==> config.mk <==
export PLATFORM = sky130hd
export DESIGN_NAME = xmbi_bus
export DESIGN_NICKNAME = d
export VERILOG_FILES = /design/src/hdl/xmbi_pkg.sv /design/src/hdl/xmbi_bus.sv
export VERILOG_INCLUDE_DIRS = /design/src /design/src/hdl
export SDC_FILE = /design/constraint.sdc
export NUM_CORES = 1
export LEC_CHECK = 0
export ABC_AREA = 0
export BUFFER_PORTS_ARGS = -buffer_cell sky130_fd_sc_hd__buf_2
export CAP_MARGIN = 0
export CORE_MARGIN = 10
export CORE_UTILIZATION = 48
export DETAILED_ROUTE_END_ITERATION = 8
export PLACE_DENSITY = 0.8
export SLEW_MARGIN = 10
export SYNTH_ARGS = -nofsm -noshare
export SYNTH_HDL_FRONTEND = slang
export SYNTH_SLANG_ARGS = --single-unit
==> constraint.sdc <==
create_clock -name clk -period 2.58 [get_ports clk]
set_clock_uncertainty 0.15 [all_clocks]
set_input_delay 0.258 -clock clk [delete_from_list [all_inputs] [get_ports clk]]
set_output_delay 0.258 -clock clk [all_outputs]
set_load 0.02 [all_outputs]
==> src/hdl/xmbi_regs.svh <==
// constants of the external memory bus interface: address map, reset values, cycle counts
`ifndef XMBI_REGS_SVH
`define XMBI_REGS_SVH

// first external address, just above the internal sram
`define XMBI_EXT_BASE        16'h2100
// sector limit is the select value times 8 kbyte
`define XMBI_SECTOR_SHIFT    13
// select values below this give one upper sector only
`define XMBI_SECTOR_MIN_SEL  3'h2
// strobe length without wait-states
`define XMBI_STROBE_BASE     2'h1
// cycles after the strobe until synchronised read data is taken
`define XMBI_TAIL_CYCLES     2'h2
// value of every control field and latch after reset
`define XMBI_RST_CTRL        1'b0
`define XMBI_RST_BYTE        8'h00
`define XMBI_RST_ADDR        16'h0000
`define XMBI_RST_CNT         2'h0
`define XMBI_RST_REL         3'h0
`define XMBI_RST_KEEP        1'b0

`endif

==> src/hdl/xmbi_pkg.sv <==
// types of the external memory bus interface
package xmbi_pkg;

    // wait-state select of one sector
    typedef enum logic [1:0] {
        XMBI_WAIT_NONE,
        XMBI_WAIT_ONE,
        XMBI_WAIT_TWO,
        XMBI_WAIT_TWO_GAP
    } xmbi_wait_e;

    // bus cycle sequencer
    typedef enum logic [2:0] {
        XMBI_ST_IDLE,
        XMBI_ST_ADDR,
        XMBI_ST_HOLD,
        XMBI_ST_STRB,
        XMBI_ST_TAIL,
        XMBI_ST_GAP
    } xmbi_state_e;

endpackage : xmbi_pkg

==> src/hdl/xmbi_bus.sv <==
// external memory bus interface: multiplexed address/data bus, latch strobe, read and write strobes
`timescale 1ns/1ns
`include "xmbi_regs.svh"

// Notes on behaviour
// - with the interface enabled, addresses above internal sram go out on the external pins.
// - pins are muxed low address/data, high address bus, latch, read and write strobes.
// - while enabled, the interface overrides software direction settings of its pins.
// - each access is decoded internal or external; external ones drive address, data and strobes.
// - the low address byte is valid on the muxed bus when the latch strobe falls.
// - the latch strobe stays low during the whole data-transfer phase.
// - internal accesses while enabled may move address and latch, never read or write strobes.
// - when disabled, pins go back to normal port values and directions.
// - when disabled, addresses above internal sram never alias onto internal sram.
// - four wait-state settings are offered, one of them with no wait-state.
// - external space splits into two sectors of set size, each with its own wait setting.
// - the number of high address pins taken by the interface is selectable.
// - with the keeper on, the last driven muxed-bus value is held while the lines float.
// - a weak pull-up acts on each undriven muxed line whose port output bit is one.
// - wait codes: none, one strobe cycle, two strobe cycles, two plus one gap cycle.
// - with sector limit zero the whole range 0x2100 to 0xFFFF is one upper sector.
// - the bus keeper acts on its own enable, independent of the interface enable.
module xmbi_bus (
    input  wire logic                       clk,
    input  wire logic                       arst_n,
    // access request from the core
    input  wire logic                       req_valid,
    input  wire logic                       req_write,
    input  wire logic [15:0]                req_addr,
    input  wire logic [7:0]                 req_wdata,
    output logic                            req_done,
    output logic                            req_internal,
    output logic [7:0]                      req_rdata,
    // control bits
    input  wire logic                       interface_enable,
    input  wire logic [2:0]                 sector_limit_select,
    input  wire logic [1:0]                 wait_select_hi,
    input  wire logic [1:0]                 wait_select_lo,
    input  wire logic                       bus_keeper_enable,
    input  wire logic [2:0]                 high_addr_release,
    output logic                            busy,
    // normal port settings of the shared pins
    input  wire logic [7:0]                 port_out_ad,
    input  wire logic [7:0]                 port_dir_ad,
    input  wire logic [7:0]                 port_out_hi,
    input  wire logic [7:0]                 port_dir_hi,
    input  wire logic [2:0]                 port_out_ctl,
    input  wire logic [2:0]                 port_dir_ctl,
    // muxed low address / data bus
    input  wire logic [7:0]                 muxed_addr_data_bus_in,
    output logic [7:0]                      muxed_addr_data_bus_out,
    output logic [7:0]                      muxed_addr_data_bus_oe,
    output logic [7:0]                      muxed_pullup_en,
    output logic [7:0]                      muxed_keeper_en,
    output logic [7:0]                      muxed_keeper_val,
    output logic [7:0]                      port_in_ad,
    // high address bus
    output logic [7:0]                      high_address_bus_out,
    output logic [7:0]                      high_address_bus_oe,
    // strobes: index 0 latch, 1 read_n, 2 write_n
    output logic                            addr_latch_out,
    output logic                            addr_latch_oe,
    output logic                            rd_n_out,
    output logic                            rd_n_oe,
    output logic                            wr_n_out,
    output logic                            wr_n_oe
);
    import xmbi_pkg::*;

    // extra strobe cycles of a wait code
    function automatic logic [1:0] xmbi_extra(input xmbi_wait_e code);
        case (code)
            XMBI_WAIT_NONE: xmbi_extra = 2'h0;
            XMBI_WAIT_ONE:  xmbi_extra = 2'h1;
            default:        xmbi_extra = 2'h2;
        endcase
    endfunction : xmbi_extra

    xmbi_state_e state_ff;
    xmbi_state_e nxt_state;
    logic [15:0] addr_ff;
    logic [7:0]  wdata_ff;
    logic        write_ff;
    logic        ext_ff;
    xmbi_wait_e  wait_ff;
    logic [1:0]  cnt_ff;
    logic [1:0]  nxt_cnt;
    logic [7:0]  rdata_ff;
    logic        done_ff;
    logic        nxt_done;
    logic [7:0]  ad_sync1_ff;
    logic [7:0]  ad_sync2_ff;
    logic [7:0]  keep_ff;
    logic [2:0]  release_ff;

    // address decode
    wire         is_external  = req_addr >= `XMBI_EXT_BASE;
    wire [15:0]  sector_limit = 16'(sector_limit_select) << `XMBI_SECTOR_SHIFT;
    // select values below two keep the whole external range as the upper sector
    wire         two_sectors  = sector_limit_select >= `XMBI_SECTOR_MIN_SEL;
    wire         lower_sector = two_sectors && (req_addr < sector_limit);
    wire [1:0]   sel_wait     = lower_sector ? wait_select_lo : wait_select_hi;
    wire         take         = (state_ff == XMBI_ST_IDLE) && req_valid;
    wire         off_take     = take && !interface_enable;
    wire         to_bus       = interface_enable;
    wire         strobe_len_end = (cnt_ff == 2'h0);

    // pin activity per state
    wire         st_addr  = (state_ff == XMBI_ST_ADDR);
    wire         st_hold  = (state_ff == XMBI_ST_HOLD);
    wire         st_strb  = (state_ff == XMBI_ST_STRB);
    wire         st_tail  = (state_ff == XMBI_ST_TAIL);
    wire         in_cycle = st_addr || st_hold || st_strb || st_tail;
    wire         tail_last = st_tail && (cnt_ff == 2'h1);
    wire         ext_strb = st_strb && ext_ff;
    wire         rd_act   = ext_strb && !write_ff;
    wire         wr_act   = ext_strb && write_ff;
    // address stays on the muxed bus through the falling latch edge
    wire         drive_addr = st_addr || st_hold;
    // write data stays on through the tail, so the rising write strobe still sees it
    wire         drive_data = write_ff && ext_ff && (st_strb || st_tail);
    wire         rd_capture = tail_last && !write_ff;
    wire         xm_ad_oe   = drive_addr || drive_data;
    wire [7:0]   xm_ad_val  = drive_addr ? addr_ff[7:0] : wdata_ff;

    // sequencer
    always_comb begin
        nxt_state = state_ff;
        nxt_cnt   = cnt_ff;
        nxt_done  = 1'b0;
        case (state_ff)
            XMBI_ST_IDLE: begin
                if (req_valid) begin
                    if (to_bus) begin
                        nxt_state = XMBI_ST_ADDR;
                    end else begin
                        // disabled: no pin activity, external range reads as zero
                        nxt_done = 1'b1;
                    end
                end
            end
            XMBI_ST_ADDR: begin
                nxt_state = XMBI_ST_HOLD;
            end
            XMBI_ST_HOLD: begin
                if (ext_ff) begin
                    nxt_state = XMBI_ST_STRB;
                    nxt_cnt   = xmbi_extra(wait_ff);
                end else begin
                    nxt_state = XMBI_ST_IDLE;
                    nxt_done  = 1'b1;
                end
            end
            XMBI_ST_STRB: begin
                if (strobe_len_end) begin
                    nxt_state = XMBI_ST_TAIL;
                    nxt_cnt   = `XMBI_TAIL_CYCLES;
                end else begin
                    nxt_cnt = cnt_ff - 2'h1;
                end
            end
            XMBI_ST_TAIL: begin
                if (tail_last) begin
                    if (wait_ff == XMBI_WAIT_TWO_GAP) begin
                        nxt_state = XMBI_ST_GAP;
                    end else begin
                        nxt_state = XMBI_ST_IDLE;
                        nxt_done  = 1'b1;
                    end
                end
                nxt_cnt = cnt_ff - 2'h1;
            end
            XMBI_ST_GAP: begin
                nxt_state = XMBI_ST_IDLE;
                nxt_done  = 1'b1;
            end
            default: begin
                nxt_state = XMBI_ST_IDLE;
            end
        endcase
    end

    always_ff @(posedge clk or negedge arst_n) begin
        if (!arst_n) begin
            state_ff <= XMBI_ST_IDLE;
            cnt_ff   <= `XMBI_RST_CNT;
            done_ff  <= `XMBI_RST_CTRL;
        end else begin
            state_ff <= nxt_state;
            cnt_ff   <= nxt_cnt;
            done_ff  <= nxt_done;
        end
    end

    // request capture; settings are frozen for the whole bus cycle
    always_ff @(posedge clk or negedge arst_n) begin
        if (!arst_n) begin
            addr_ff    <= `XMBI_RST_ADDR;
            wdata_ff   <= `XMBI_RST_BYTE;
            write_ff   <= `XMBI_RST_CTRL;
            ext_ff     <= `XMBI_RST_CTRL;
            wait_ff    <= XMBI_WAIT_NONE;
            release_ff <= `XMBI_RST_REL;
        end else if (take) begin
            addr_ff    <= req_addr;
            wdata_ff   <= req_wdata;
            write_ff   <= req_write;
            ext_ff     <= is_external;
            wait_ff    <= xmbi_wait_e'(sel_wait);
            release_ff <= high_addr_release;
        end
    end

    // read data: taken from the synchronised bus two cycles after the strobe rises
    always_ff @(posedge clk or negedge arst_n) begin
        if (!arst_n) begin
            rdata_ff <= `XMBI_RST_BYTE;
        end else if (off_take) begin
            rdata_ff <= `XMBI_RST_BYTE;
        end else if (rd_capture) begin
            rdata_ff <= ext_ff ? ad_sync2_ff : `XMBI_RST_BYTE;
        end
    end

    always_ff @(posedge clk or negedge arst_n) begin
        if (!arst_n) begin
            ad_sync1_ff <= `XMBI_RST_BYTE;
            ad_sync2_ff <= `XMBI_RST_BYTE;
        end else begin
            ad_sync1_ff <= muxed_addr_data_bus_in;
            ad_sync2_ff <= ad_sync1_ff;
        end
    end

    // final pin drive, before the keeper takes a copy
    logic [7:0] ad_out_w;
    logic [7:0] ad_oe_w;
    assign ad_out_w = to_bus ? xm_ad_val : port_out_ad;
    assign ad_oe_w  = to_bus ? {8{xm_ad_oe}} : port_dir_ad;

    // keeper remembers the last value driven on each line
    genvar gi;
    generate
        for (gi = 0; gi < 8; gi++) begin : g_keep
            always_ff @(posedge clk or negedge arst_n) begin
                if (!arst_n) begin
                    keep_ff[gi] <= `XMBI_RST_KEEP;
                end else if (ad_oe_w[gi]) begin
                    keep_ff[gi] <= ad_out_w[gi];
                end
            end
        end
    endgenerate

    // high address pins: the top release_ff pins stay with the port
    logic [7:0] hi_owned;
    generate
        for (gi = 0; gi < 8; gi++) begin : g_hi
            assign hi_owned[gi] = to_bus && ({1'b0, release_ff} < 4'(8 - gi));
        end
    endgenerate

    assign high_address_bus_out = (hi_owned & addr_ff[15:8]) | (~hi_owned & port_out_hi);
    assign high_address_bus_oe  = hi_owned | (~hi_owned & port_dir_hi);

    assign muxed_addr_data_bus_out = ad_out_w;
    assign muxed_addr_data_bus_oe  = ad_oe_w;
    assign muxed_pullup_en         = port_out_ad & ~ad_oe_w;
    assign muxed_keeper_en         = {8{bus_keeper_enable}} & ~ad_oe_w;
    assign muxed_keeper_val        = keep_ff;
    assign port_in_ad              = ad_sync2_ff;

    // strobe pins, index 0 latch, 1 read, 2 write
    // latch high from address phase; low through hold, strobe and tail
    logic [2:0] xm_ctl_val;
    logic [2:0] ctl_out_w;
    logic [2:0] ctl_oe_w;
    assign xm_ctl_val = {!wr_act, !rd_act, st_addr};
    generate
        for (gi = 0; gi < 3; gi++) begin : g_ctl
            assign ctl_out_w[gi] = to_bus ? xm_ctl_val[gi] : port_out_ctl[gi];
            assign ctl_oe_w[gi]  = to_bus || port_dir_ctl[gi];
        end
    endgenerate

    assign addr_latch_out = ctl_out_w[0];
    assign addr_latch_oe  = ctl_oe_w[0];
    assign rd_n_out       = ctl_out_w[1];
    assign rd_n_oe        = ctl_oe_w[1];
    assign wr_n_out       = ctl_out_w[2];
    assign wr_n_oe        = ctl_oe_w[2];

    assign req_done     = done_ff;
    assign req_rdata    = rdata_ff;
    assign req_internal = !is_external;
    assign busy         = in_cycle || (state_ff == XMBI_ST_GAP);

endmodule : xmbi_bus

==> summary.md <==
| Metric | Value |
|---|---|
| Die ar. | 12200 um^2 |
| Final Max Slew Viols | 0 |
| Via density | 5.55 |
| GPL Wtd Cong | about 0.9 |
| Antenna Nets Post-Route | 0 |
| DR WL/cell | ~19 um |
| Overflow after GRT | 0 |
| Worst slew margin | a little under 60% |
| Reg-to-reg startpoint | state_ff[0] |
| Synth cell types | 48 |
| CP startpoint kind | register |
| Post-Route Utilization | 69.3% |
| Worst Tran Pin Value | 0.635 ns |
| Largest net degree at the start of global routing | 43 |
| Core area | 7850 um^2 |
| Vias in the first global route | slightly above 4000 |
| Share of layout cells above drive strength 1 | 41.9% |
| GR Util All Layers | 21.5% |
| Cells on worst reg2reg path | 4 |
| CP Class | reg2out |
| Area Overhead vs Synth | 38.4% |
| Comb power frac | between 50% and 60% |
| Clock buffer count from CTS | 9 |
| Critical Path RT | between 2 and 2.5 ns |
| TritonCTS clock tree | built |
| Die height | between 100 and 150 um |
| Synth Instances | 420 |
| First-pass GRT wire length | 21800 um |
| Peak VDD IR | 557 uV |
| Switch share | a little under half |
| I/O Buffers | about 170 |
| # IOs | 167 |
| Post-detail-place hpwl | 9980 um |
| Slowest-stage cell, CP | dfrtp_2 |
| Setup Fix Bufs, Post-CTS | 0 |
| Synth warnings | 0 |
| Status | completed |
| Setup TNS | 0 ns |
| Total power | 0.00626 W |
| DIE WIDTH | 111 um |
| Hold EP | addr_ff[10] |
| Initial antenna violation count | 1 |
| Max Buffers Root-to-Sink | 2 |
| Clock-pin slew on the worst setup and hold paths | 0.08 ns |
| #FFs+latches synth | 69 |
| Leak | 2.56 nW |
| HP Class | in2reg |
| Placed cells | 676 |
| Ys flop type | dfrtp_1 |
| Sequential Power Share | 29.9% |
| Hold path start | req_addr[10] |
| Kind of cell adding the most delay to the critical path | simple AND/OR/NAND/NOR gates |
| Final hold viol count | 0 |
| Async set-or-reset flop fraction in the synthesized netlist | 100% |
| Initial Utilization | 50.1% |
| Worst path max stage delay | 0.46 ns |
| Critical Path Source | state_ff[0] |
| Net switching power | 0.00294 W |
| Commonest cells after routing, fill and taps aside | buf_2 (166), dfrtp_1 (67), nand2_1 (43), nor2_1 (43), dlygate4sd3_1 (31) |
| Pwr per Cell Area | 1150 nW/um^2 |
| Int Power | 0.00332 W |
| Sequential cell area fraction in the yosys report | 43.9% |
| Buf+Inv Stages, Crit Path | 2 |
| Non-Filler Instances | just over 700 |
| Root Driver | clkbuf_8 |
| Clk_lat worst skew | 0.36 ns |
| Fmax | 400 MHz |
| # DRC | 0 |
| Routed WL | 13600 um |
| Net count of the mapped netlist | roughly 510 |
| CP endpoint kind | output pin |
| Clock Power Share | between 10 and 15% |
| Crit-path cells | or3b_4, buf_4, a21oi_4, nor2_4, o21a_1, buf_2 |
| R2R Setup Slk | 0.52 ns |
| Max Cap Viol | 0 |
| Critical Path Fanout Max | 16 |
| WHS Path Cells | 2 |
| Final-report setup violation count | 0 |
| Nets@finish | 707 |
| Drt pass-1 iters | 5 |
| H-tree levels | 3 |
| RSZ-0062 raised after global routing | no |
| EDFF count, synth | 0 |
| Cell area after synthesis | ~3900 um^2 |
| Critical path arrival | 2.09 ns |
| Mapped Avg Cell Area | 9.36 um^2 |
| Row cnt | 32 |
| Post-route minimum period | about 2.5 ns |
| Worst reg2reg endpoint | addr_ff[5] |
| Period utilisation layout | between 90% and 100% |
| Initial DRC count | 228 |
| Total number of vias | 4021 |
| Sink Count | 69 |
| Commonest non-fill, non-tap cell in the layout | buf_2 |
## synth_stat cells, types with 2 or more instances
cell type	instances	share of area, %
a211o_1	9	2.0
a211oi_1	9	1.7
a21oi_1	29	3.7
a31o_2	7	1.6
buf_1	3	0.29
buf_2	7	0.89
buf_4	3	0.57
buf_6	3	0.86
clkbuf_1	12	1.1
dfrtp_1	69	44
ha_1	5	1.6
inv_1	15	1.4
mux2_2	29	8.3
mux2i_1	9	2.3
nand2_1	43	4.1
nand2b_1	11	1.8
nand3_1	18	2.3
nand3b_1	2	0.38
nand4_1	8	1.3
nor2_1	44	4.2
nor2b_1	11	1.8
nor3_1	5	0.64
nor3b_1	2	0.38
o2111ai_1	2	0.45
o211ai_1	2	0.38
o21a_1	9	1.7
o21ai_0	21	2.7
or2_2	6	0.95
or4b_2	8	2.0
## routing by layer
layer | GRT usage (%) | wire [um] | vias to the layer above
met5 | 0 | 0 | -
met4 | 7.25 | 267 | 0
met3 | 7.13 | 1190 | 25
met2 | 35.4 | 6730 | 200
met1 | 25.5 | 5420 | 1916
li1 | - | - | 1880
## area by class of cell
cell class / count / area (um^2)
diodes: 1 / 2.50
clock buffers: 9 / 124
clock inverters: 7 / 75.1
fillers: 636 / 2410
inverters: 15 / 56.3
multi-input cells: 308 / 2040
flip-flops and latches: 69 / 1730
well taps: 102 / 128
repair buffers: 213 / 1290
## what timing repair did
| action | CTS | global route |
|---|---|---|
| endpoints found under the setup margin | 24 | 21 |
| endpoints found under the hold margin | 55 | 2 |
| hold buffers | 29 | 2 |
| resized for setup | 6 | 4 |
## cells by family after synthesis
family,synth area share [%]
compound gates,16.6
xor+xnor,0.700
fa+ha+maj,1.59
buf+inv,5.19
flops,43.9
mux,10.6
simple gates,21.4
## how the worst max path moves through the flow
stage | endpoint | slack, ns | depth (start not counted)
final | muxed_pullup_en[4] | 0.08 | 6
after global routing | muxed_pullup_en[2] | 0.001 | 6
after CTS | muxed_pullup_en[4] | 0.01 | 6
after detailed placement | muxed_pullup_en[4] | -0.005 | 6
after global placement | muxed_pullup_en[1] | 0.11 | 6
after floorplan | muxed_keeper_en[0] | 0.37 | 7
## sequential cells by signal (all words and copies together), names as in the netlist, 3 cells and up
register          count
port_in_ad            8
muxed_keeper_val      8
release_ff            3
state_ff              3
req_rdata             8
wdata_ff              8
ad_sync1_ff           8
addr_ff              16
## power groups by stage
stage / Sequential [W] / Combinational [W] / Clock (W)
global placement: 0.00184 / 0.00331 / 0
floorplan: 0.00189 / 0.00228 / 0
finish: 0.00187 / 0.00350 / 0.000886
global route: 0.00194 / 0.00379 / 0.000957
detailed placement: 0.00187 / 0.00338 / 0
CTS: 0.00185 / 0.00346 / 0.000899
## through the flow
| stage | cell area (um^2) | worst slack (ns) | hold WS [ns] |
|---|---|---|---|
| after floorplan | 3930 | 0.369 | -0.188 |
| after global placement | 4900 | 0.108 | 0.153 |
| after detailed placement | 4900 | -0.00466 | 0.162 |
| after CTS | 5410 | 0.0108 | 0.000168 |
| after global routing | 5440 | 0.000985 | 0.00152 |
| final | 5440 | 0.0819 | 0.00935 |
Note: power is estimated with default switching activity, not from simulation.
